==> config.mk <==
export PLATFORM = sky130hd
export DESIGN_NAME = uiso_ep
export DESIGN_NICKNAME = d
export VERILOG_FILES = /design/src/uiso_pkg.sv /design/src/uiso_ep.sv /design/src/uiso_fifo.sv
export VERILOG_INCLUDE_DIRS = /design/src
export SDC_FILE = /design/constraint.sdc
export NUM_CORES = 1
export LEC_CHECK = 0
export BUFFER_PORTS_ARGS = -buffer_cell sky130_fd_sc_hd__buf_2
export CORE_ASPECT_RATIO = 1.25
export CORE_MARGIN = 4
export CORE_UTILIZATION = 50
export DETAILED_ROUTE_END_ITERATION = 6
export GPL_TIMING_DRIVEN = 0
export PLACE_DENSITY = 0.68
export SLEW_MARGIN = 0
export SYNTH_ARGS = -nofsm -noshare
export SYNTH_HDL_FRONTEND = slang
export SYNTH_HIERARCHICAL = 1
export SYNTH_SLANG_ARGS = --single-unit
==> constraint.sdc <==
create_clock -name CLOCK -period 4.5 [get_ports CLOCK]
set_input_delay 0.675 -clock CLOCK [delete_from_list [all_inputs] [get_ports CLOCK]]
set_output_delay 0.675 -clock CLOCK [all_outputs]
set_load 0.01 [all_outputs]
==> src/uiso_cfg.svh <==
// How it works
// - isochronous OUT data gets no handshake and no endpoint interrupt; once per frame
// - two buffers per endpoint; bus writes background, processor reads foreground
// - foreground and background roles swap at every start-of-frame
// - start-of-frame interrupt fires even for a corrupted start-of-frame packet
// - stall, nak and ack status bits read zero; no handshake interrupt
// - unread OUT foreground data is flushed at swap; flush flag held next frame
// - missed or zero-length OUT leaves an empty foreground buffer, no flag
// - OUT packet error leaves buffer empty and sets error flag for next frame
// - OUT overflow clears the buffer and sets error flag at next start-of-frame
// - endpoint clear command empties both buffers
// - IN token sends whole background transmit buffer, no handshake phase
// - transmit buffer is emptied when the swap moves it
// - no fifo-enable command or fifo-ready bit for isochronous IN
// - missed-IN flag set next frame if data was present and no IN completed
// - clear during IN read forces a bit-stuffing error in the packet
// - writes to a full transmit buffer are dropped; accepted bytes still sent
// - no endpoint interrupt from isochronous IN transactions
`ifndef UISO_CFG_SVH
`define UISO_CFG_SVH
`define UISO_DEPTH     64
`define UISO_CW        7
`define UISO_FG_RST    1'h0
`define UISO_PKT_FIFO  4
`endif

==> src/uiso_pkg.sv <==
package uiso_pkg;
    typedef struct packed {
        logic       valid;
        logic [7:0] data;
    } uiso_byte_t;
    typedef struct packed {
        logic data_flush;
        logic iso_err;
        logic miss_in;
        logic stall;
        logic nak;
        logic ack;
    } uiso_stat_t;
    typedef enum logic [1:0] {
        TX_IDLE = 2'h0,
        TX_SEND = 2'h1,
        TX_LAST = 2'h3
    } uiso_tx_t;
endpackage

==> src/uiso_ep.sv <==
`timescale 1ns/1ps
`include "uiso_cfg.svh"
module uiso_ep import uiso_pkg::*; #(
    parameter int DEPTH = `UISO_DEPTH
) (
    input  wire logic       CLOCK,
    input  wire logic       RESETN,
    input  wire logic       SOF_SEEN,
    input  wire logic       SOF_CORRUPT,
    input  wire logic       EP_IS_IN,
    input  wire logic       EP_CLEAR,
    input  wire logic [7:0] RX_DATA,
    input  wire logic       RX_VALID,
    output logic            RX_READY,
    input  wire logic       RX_END,
    input  wire logic       RX_BAD,
    input  wire logic       IN_TOKEN,
    input  wire logic       IN_DONE_OK,
    output logic [7:0]      TX_DATA,
    output logic            TX_VALID,
    output logic            TX_LAST_BYTE,
    output logic            TX_FORCE_STUFF_ERR,
    input  wire logic       PROC_SEL,
    input  wire logic       PROC_RD,
    input  wire logic       PROC_WR,
    input  wire logic [7:0] PROC_WDATA,
    output logic [7:0]      PROC_RDATA,
    output logic [`UISO_CW-1:0] RX_BYTE_COUNT,
    output logic            ISO_FIFO_EMPTY,
    output logic            TX_FULL,
    output logic            FLAG_FLUSH,
    output logic            FLAG_ISO_ERR,
    output logic            FLAG_MISS_IN,
    output logic            FLAG_STALL,
    output logic            FLAG_NAK,
    output logic            FLAG_ACK,
    output logic            SOF_IRQ,
    output logic            EP_IRQ
);
    localparam int CW = `UISO_CW;
    localparam int AW = $clog2(DEPTH);
    // bus data passes a small elastic buffer; it drains every cycle, bytes the store cannot take are dropped
    uiso_byte_t pf_out;
    logic       pf_ready;
    logic       pf_valid;
    logic [7:0] pf_data;
    uiso_fifo #(.W(8), .D(`UISO_PKT_FIFO)) u_rxq (
        .clk      (CLOCK),
        .rst_n    (RESETN),
        .in_data  (RX_DATA),
        .in_valid (RX_VALID),
        .in_ready (RX_READY),
        .out_data (pf_data),
        .out_valid(pf_valid),
        .out_ready(pf_ready)
    );
    always_comb begin
        pf_out.valid = pf_valid;
        pf_out.data  = pf_data;
    end

    logic [7:0]    buf_q [2][DEPTH];
    logic          fg_q, fg_d;
    logic [CW-1:0] cnt_q [2];
    logic [CW-1:0] cnt_d [2];
    // read pointer is count-wide: a full buffer must be readable to its last byte
    logic [CW-1:0] rp_q, rp_d;
    logic          ovf_q, ovf_d, bad_q, bad_d, sent_q, sent_d;
    logic          flush_q, flush_d, err_q, err_d, miss_q, miss_d;
    logic          sof_q, sof_d;
    uiso_tx_t      tx_q, tx_d;
    logic [AW-1:0] tp_q, tp_d;
    logic          stuff_q, stuff_d;
    logic [7:0]    rdat_q, rdat_d;
    logic          bg;
    logic          rx_take, pw_take;

    always_comb begin
        bg = ~fg_q;
        fg_d = fg_q;
        cnt_d = cnt_q;
        rp_d = rp_q;
        ovf_d = ovf_q;
        bad_d = bad_q;
        sent_d = sent_q;
        flush_d = flush_q;
        err_d = err_q;
        miss_d = miss_q;
        tx_d = tx_q;
        tp_d = tp_q;
        stuff_d = 1'b0;
        rdat_d = rdat_q;
        rx_take = 1'b0;
        pw_take = 1'b0;
        pf_ready = 1'b1;
        sof_d = SOF_SEEN || SOF_CORRUPT;
        // OUT: bus writes only background, overflow drops the whole packet
        if (!EP_IS_IN && pf_out.valid) begin
            if (cnt_q[bg] == CW'(DEPTH)) begin
                ovf_d = 1'b1;
                cnt_d[bg] = '0;
            end else if (!ovf_q) begin
                rx_take = 1'b1;
                cnt_d[bg] = cnt_q[bg] + 1'b1;
            end
        end
        if (!EP_IS_IN && RX_END && RX_BAD) begin
            bad_d = 1'b1;
            cnt_d[bg] = '0;
        end
        // processor side: reads or writes only foreground
        if (PROC_SEL && PROC_RD && !EP_IS_IN && rp_q < cnt_q[fg_q]) begin
            rdat_d = buf_q[fg_q][AW'(rp_q)];
            rp_d = rp_q + 1'b1;
        end
        if (PROC_SEL && PROC_WR && EP_IS_IN && cnt_q[fg_q] != CW'(DEPTH)) begin
            pw_take = 1'b1;
            cnt_d[fg_q] = cnt_q[fg_q] + 1'b1;
        end
        // IN: stream whole background buffer, no handshake
        case (tx_q)
            TX_IDLE: begin
                if (EP_IS_IN && IN_TOKEN && cnt_q[bg] != '0) begin
                    tp_d = '0;
                    tx_d = (cnt_q[bg] == CW'(1)) ? TX_LAST : TX_SEND;
                end
            end
            TX_SEND: begin
                tp_d = tp_q + 1'b1;
                if (CW'(tp_q) + CW'(2) == cnt_q[bg])
                    tx_d = TX_LAST;
            end
            TX_LAST: tx_d = TX_IDLE;
            default: tx_d = TX_IDLE;
        endcase
        if (EP_IS_IN && IN_DONE_OK)
            sent_d = 1'b1;
        if (EP_CLEAR) begin
            cnt_d[0] = '0;
            cnt_d[1] = '0;
            rp_d = '0;
            ovf_d = 1'b0;
            bad_d = 1'b0;
            if (tx_q != TX_IDLE) begin
                stuff_d = 1'b1;
                tx_d = TX_IDLE;
            end
        end
        if (sof_q) begin
            fg_d = ~fg_q;
            // frame flags live exactly one frame
            flush_d = !EP_IS_IN && (rp_q != cnt_q[fg_q]);
            err_d = !EP_IS_IN && (ovf_q || bad_q);
            miss_d = EP_IS_IN && cnt_q[bg] != '0 && !sent_q;
            if (EP_IS_IN) begin
                // only the buffer leaving the bus side is emptied; fresh processor data goes out next frame
                cnt_d[bg] = '0;
            end else begin
                cnt_d[fg_q] = '0;
                if (ovf_q || bad_q)
                    cnt_d[bg] = '0;
            end
            rp_d = '0;
            ovf_d = 1'b0;
            bad_d = 1'b0;
            sent_d = 1'b0;
            tx_d = TX_IDLE;
        end
    end

    always_ff @(posedge CLOCK or negedge RESETN) begin
        if (!RESETN) begin
            fg_q <= `UISO_FG_RST;
            cnt_q[0] <= '0;
            cnt_q[1] <= '0;
            rp_q <= '0;
            ovf_q <= 1'b0;
            bad_q <= 1'b0;
            sent_q <= 1'b0;
            flush_q <= 1'b0;
            err_q <= 1'b0;
            miss_q <= 1'b0;
            sof_q <= 1'b0;
            tx_q <= TX_IDLE;
            tp_q <= '0;
            stuff_q <= 1'b0;
            rdat_q <= 8'h00;
        end else begin
            fg_q <= fg_d;
            cnt_q <= cnt_d;
            rp_q <= rp_d;
            ovf_q <= ovf_d;
            bad_q <= bad_d;
            sent_q <= sent_d;
            flush_q <= flush_d;
            err_q <= err_d;
            miss_q <= miss_d;
            sof_q <= sof_d;
            tx_q <= tx_d;
            tp_q <= tp_d;
            stuff_q <= stuff_d;
            rdat_q <= rdat_d;
        end
    end

    // storage has no reset; validity is held by the counts
    always_ff @(posedge CLOCK) begin
        if (rx_take)
            buf_q[bg][AW'(cnt_q[bg])] <= pf_out.data;
        if (pw_take)
            buf_q[fg_q][AW'(cnt_q[fg_q])] <= PROC_WDATA;
    end

    // outputs: flops or constant-zero handshake bits
    logic [7:0] txd_q;
    logic       txv_q, txl_q;
    always_ff @(posedge CLOCK or negedge RESETN) begin
        if (!RESETN) begin
            txd_q <= 8'h00;
            txv_q <= 1'b0;
            txl_q <= 1'b0;
        end else begin
            txd_q <= buf_q[bg][tp_q];
            txv_q <= (tx_q != TX_IDLE) && !EP_CLEAR;
            txl_q <= (tx_q == TX_LAST);
        end
    end
    logic [CW-1:0] rxc_q;
    logic          emp_q, full_q;
    always_ff @(posedge CLOCK or negedge RESETN) begin
        if (!RESETN) begin
            rxc_q <= '0;
            emp_q <= 1'b1;
            full_q <= 1'b0;
        end else begin
            rxc_q <= cnt_d[fg_d] - rp_d;
            emp_q <= (cnt_d[fg_d] == rp_d);
            full_q <= (cnt_d[fg_d] == CW'(DEPTH));
        end
    end
    assign TX_DATA = txd_q;
    assign TX_VALID = txv_q;
    assign TX_LAST_BYTE = txl_q;
    assign TX_FORCE_STUFF_ERR = stuff_q;
    assign PROC_RDATA = rdat_q;
    assign RX_BYTE_COUNT = rxc_q;
    assign ISO_FIFO_EMPTY = emp_q;
    assign TX_FULL = full_q;
    assign FLAG_FLUSH = flush_q;
    assign FLAG_ISO_ERR = err_q;
    assign FLAG_MISS_IN = miss_q;
    assign FLAG_STALL = 1'b0;
    assign FLAG_NAK = 1'b0;
    assign FLAG_ACK = 1'b0;
    assign SOF_IRQ = sof_q;
    assign EP_IRQ = 1'b0;

    a_sof_irq_follows: assert property (@(posedge CLOCK) disable iff (!RESETN)
        (SOF_SEEN || SOF_CORRUPT) |=> SOF_IRQ) else $error("sof irq missing");
    a_role_swap: assert property (@(posedge CLOCK) disable iff (!RESETN)
        SOF_IRQ |=> (fg_q != $past(fg_q))) else $error("roles not swapped");
    a_no_swap: assert property (@(posedge CLOCK) disable iff (!RESETN)
        !SOF_IRQ |=> (fg_q == $past(fg_q))) else $error("roles swapped off frame");
    a_flush_flag: assert property (@(posedge CLOCK) disable iff (!RESETN)
        (SOF_IRQ && !EP_IS_IN && !ISO_FIFO_EMPTY) |=> FLAG_FLUSH) else $error("flush flag missing");
    a_err_flag: assert property (@(posedge CLOCK) disable iff (!RESETN)
        (SOF_IRQ && !EP_IS_IN && bad_q) |=> FLAG_ISO_ERR) else $error("iso error flag missing");
    a_flag_hold: assert property (@(posedge CLOCK) disable iff (!RESETN)
        (!SOF_IRQ ##1 1'b1) |-> $stable(FLAG_ISO_ERR) && $stable(FLAG_FLUSH)) else $error("flag moved mid frame");
    a_clear_both: assert property (@(posedge CLOCK) disable iff (!RESETN)
        (EP_CLEAR && !SOF_IRQ) |=> (cnt_q[0] == '0 && cnt_q[1] == '0)) else $error("clear left data");
    a_stuff_err: assert property (@(posedge CLOCK) disable iff (!RESETN)
        (EP_CLEAR && tx_q != TX_IDLE) |=> TX_FORCE_STUFF_ERR) else $error("no stuffing error");
    a_handshake_zero: assert property (@(posedge CLOCK) disable iff (!RESETN)
        !(FLAG_STALL || FLAG_NAK || FLAG_ACK || EP_IRQ)) else $error("handshake bit set");
    a_tx_full_drop: assert property (@(posedge CLOCK) disable iff (!RESETN)
        (PROC_WR && cnt_q[fg_q] == CW'(DEPTH) && !SOF_IRQ && !EP_CLEAR) |=> cnt_q[fg_q] == CW'(DEPTH))
        else $error("full buffer grew");
endmodule

==> src/uiso_fifo.sv <==
`timescale 1ns/1ps
module uiso_fifo #(
    parameter int W = 8,
    parameter int D = 4
) (
    input  wire logic         clk,
    input  wire logic         rst_n,
    input  wire logic [W-1:0] in_data,
    input  wire logic         in_valid,
    output logic              in_ready,
    output logic [W-1:0]      out_data,
    output logic              out_valid,
    input  wire logic         out_ready
);
    localparam int AW = $clog2(D);
    logic [W-1:0] mem_q [D];
    logic [AW-1:0] wp_q, rp_q, wp_d, rp_d;
    logic [AW:0]   cnt_q, cnt_d;
    logic          wr, rd;
    always_comb begin
        wr = in_valid && in_ready;
        rd = out_valid && out_ready;
        wp_d = wr ? ((wp_q == AW'(D-1)) ? '0 : wp_q + 1'b1) : wp_q;
        rp_d = rd ? ((rp_q == AW'(D-1)) ? '0 : rp_q + 1'b1) : rp_q;
        cnt_d = cnt_q + (AW+1)'(wr) - (AW+1)'(rd);
    end
    always_ff @(posedge clk or negedge rst_n) begin
        if (!rst_n) begin
            wp_q <= '0;
            rp_q <= '0;
            cnt_q <= '0;
        end else begin
            wp_q <= wp_d;
            rp_q <= rp_d;
            cnt_q <= cnt_d;
        end
    end
    always_ff @(posedge clk) begin
        if (wr)
            mem_q[wp_q] <= in_data;
    end
    assign in_ready  = (cnt_q != (AW+1)'(D));
    assign out_valid = (cnt_q != '0);
    assign out_data  = mem_q[rp_q];
endmodule

==> impl_metrics.toml <==
[outcome]
status = "finished with violations"
violations = "design-rule violations, max-capacitance violations, negative setup slack"

[power_and_ir_drop]
p_sw_share_pct = 35.4
seq_power_share_pct = 36.7
ir_drop_mv = 0.388
p_clk_share_pct = 26.5
pwr_density_cell_nw_per_um2 = 603
total_power_w = 0.0371
comb_power_share_pct = 36.8
leakage_nw = 19.6
intPower_w = 0.0240
p_switching_w = 0.0132

[timing]
period_minus_slack_ns = 4.56
fin_hold_ws_ns = 0.146
finalSetupViolCount = 53
period_share_pct = 101
hold_viol = 0
fmaxAchievable_mhz = 219
rsz0062_at_grt = "yes"
worst_pin_slew_ns = 1.46
worst_slack_ns = -0.0614
max_slew_margin_pct = 1.82
finalClockSkew_ns = 0.0540
slew_viol_final = 0

[synthesis]
async_reset_ff_share_pct = 6.38
postSynthCellCount = 3134
synthTopCellsByArea = "edfxtp_1 58%, mux4_2 20%, dfrtp_1 3.3%"
netlist_top_cells_count = "1,056 x edfxtp_1, 496 x mux4_2, 197 x nor2_1"
synth_most_common_cell = "edfxtp_1"
syn-mean-instance-area_um2 = 17.4
synth_top_area_cell = "edfxtp_1"
yosys_warnings = 6
ys_ff_latch = 1128
ys_types = 102
ys.flop_type = "edfxtp_1"
synth_top_area_share_pct = 58.1
seq_area_frac_synth_pct = 61.4
syn_area_um2 = 54600
synth_edf_count = 1056

[worst_setup_path]
critPathArrivalTime_ns = 4.91
crit_type = "reg -> reg"
crit_path_end_kind = "register"
critPathLaunchType = "register"
crit_slowest_cell = "nor3_1"
cpPeakStageDelay_ns = 0.84
crit_chain = "mux2i_2 -> ha_1 -> a31oi_4 -> buf_2 -> nor3_1 -> a22oi_1 -> nor2_2"
cp_max_fo = 10
critPathRequiredTime_ns = 4.85

[placed_design]
portBuffers = 62
gp_congestion = 1.06
dp_hpwl_um = 141000

[cts]
cts.sinks = 1128
clk_latency_ns = 0.77
clockRootBuffer = "clkbuf_16"
numCtsBuffers = 112
clk_pin_slew_ns = 0.06
cts_buffer_depth = 3
htreeDepth = 3
cts_tree = "built"

[final_layout]
drive_above_1_share_pct = 31.1
n_fill_cell = 8275
area_delta_synth_final_pct = 12.8
fin_nets = 3403

[floorplan]
num_rows = 135
design.core.area_um2 = 108000
ios = 67
die_x_um = 304
die-area_um2 = 115000
die_y_um = 378
start_util_pct = 50.4

[routing]
routed_via_density = 7.29
drtPass1Iterations = 7
drt_iter0_markers = 5192
wl_per_cell_um = 39.6
via_count = 35600
drc = 3
drt-total-wl_um = 193000
antenna_left = 0

[global_routing]
grt_pass1_wl_um = 269000
gr-usage-all-layers_pct = 33.3
grt_max_degree = 89
grt_pass1_vias = 36100
grt_overflow = 0
antenna_found_initial = 7

[job]
max-cap-violations = 1

[min_path]
worstHoldPathType = "in -> reg"
[critical path: cells and delay by family (launching register included)]
family / cells / cell delay [ns]
AOI/OAI and AO/OA: 2 / 0.69
and+or+nand+nor: 2 / 1.49
adders and majority gates: 1 / 0.50
muxes: 1 / 0.59
DFF: 1 / 0.51
buffers and inverters: 1 / 0.37
[cells in the final DEF (no fill, tap or decap), drive strengths merged, types with 14 or more instances in the layout]
master,count
a21oi,59
a221oi,17
a22oi,89
and3,14
buf,234
clkbuf,247
clkinv,36
dfrtp,71
edfxtp,1056
ha,28
inv,35
mux2,25
mux2i,151
mux4,496
nand2,114
nand2b,24
nand3,16
nor2,199
nor2b,25
nor3,61
o211ai,27
o21ai,60
o221ai,40
o22ai,70
xnor2,23
[per-stage QoR]
step | instance area [um^2] | setup WS [ns] | std cells | util [%] | TNS, ns
6_report | 61600 | -0.0614 | 4885 | 56.8 | -1.50
3_3_place_gp | 56700 | -1.88 | 4637 | 52.3 | -838.83
2_1_floorplan | 54600 | 0.166 | 3137 | - | 0
3_5_place_dp | 57000 | -1.89 | 4648 | 52.6 | -312.75
4_1_cts | 61300 | -0.203 | 4861 | 56.5 | -2.77
5_1_grt | 61600 | -0.0668 | 4878 | 56.8 | -2.17
[cell type report]
class | instances | area (um^2) | area share, %
diodes | 7 | 17.5 | 0.0284
multi-input cells | 1742 | 20200 | 32.8
plain buffers | 236 | 1370 | 2.22
flip-flops and latches | 1128 | 33500 | 54.4
inverters | 28 | 110 | 0.179
clock buffers | 152 | 3120 | 5.06
clock inverters | 59 | 733 | 1.19
well taps | 1438 | 1800 | 2.92
repair buffers | 95 | 747 | 1.21
[worst paths after layout]
| kind | start | end | slack (ns) | cells after the start |
|---|---|---|---|---|
| worst max-delay path | cnt_q[1] | buf_q[0][138] | -0.06 | 7 |
| worst min-delay path | SOF_SEEN | SOF_IRQ | 0.15 | 2 |
| worst max register to register | cnt_q[1] | buf_q[0][138] | -0.06 | 7 |
| worst min register to register | sent_q | sent_q | 0.51 | 2 |
| max in group asynchronous | RESETN | TX_DATA[7] | 3.38 | 3 |
| min in group asynchronous | RESETN | RX_BYTE_COUNT[4] | 0.46 | 2 |
[power by group through the flow]
stage	logic (W)	clock network, W	registers (W)
2_1_floorplan	0.00764	0	0.0139
3_3_place_gp	0.0125	0	0.0140
3_5_place_dp	0.0131	0	0.0138
4_1_cts	0.0132	0.00987	0.0136
5_1_grt	0.0139	0.0103	0.0137
6_report	0.0137	0.00984	0.0136
[what timing repair did]
| item | 4_1_cts | 5_1_grt |
|---|---|---|
| buffers inserted | 4 | 17 |
| hold endpoints to repair | 30 | 0 |
| hold buffers | 1 | 0 |
| pin swaps | 4 | 10 |
| endpoints found under the setup margin | 989 | 771 |
| gates resized for setup | 122 | 47 |
[sequential cells by signal, indices dropped and copies added, names as in the netlist, 2 cells and up]
signal,flops
rp_q,7
u_rxq/wp_q,2
TX_DATA,8
PROC_RDATA,8
tx_q,2
tp_q,6
RX_BYTE_COUNT,7
u_rxq/cnt_q,3
u_rxq/rp_q,2
cnt_q,14
u_rxq/mem_q,32
buf_q,1024
[kinds of logic (layout without fill, tap and decap cells)]
| kind of cell | count (synthesis) | count (layout) | share of synthesized area, % |
|---|---|---|---|
| compound gates | 472 | 472 | 6.22 |
| xor+xnor | 34 | 34 | 0.570 |
| fa+ha+maj | 31 | 31 | 0.733 |
| buf+inv | 267 | 570 | 2.53 |
| flops | 1128 | 1128 | 61.4 |
| mux | 672 | 672 | 23.8 |
| other cells | 2 | 12 | 0.0137 |
| simple gates | 528 | 528 | 4.78 |
[routing by layer]
metal,share of wire (%),vias to the layer above,GRT usage [%]
met5,0.014,-,0
met4,9.1,4,24.4
met3,10,771,7.31
met2,48,2711,54.0
met1,33,18500,39.5
li1,-,13600,-
Power figures use the tool's default switching activity.
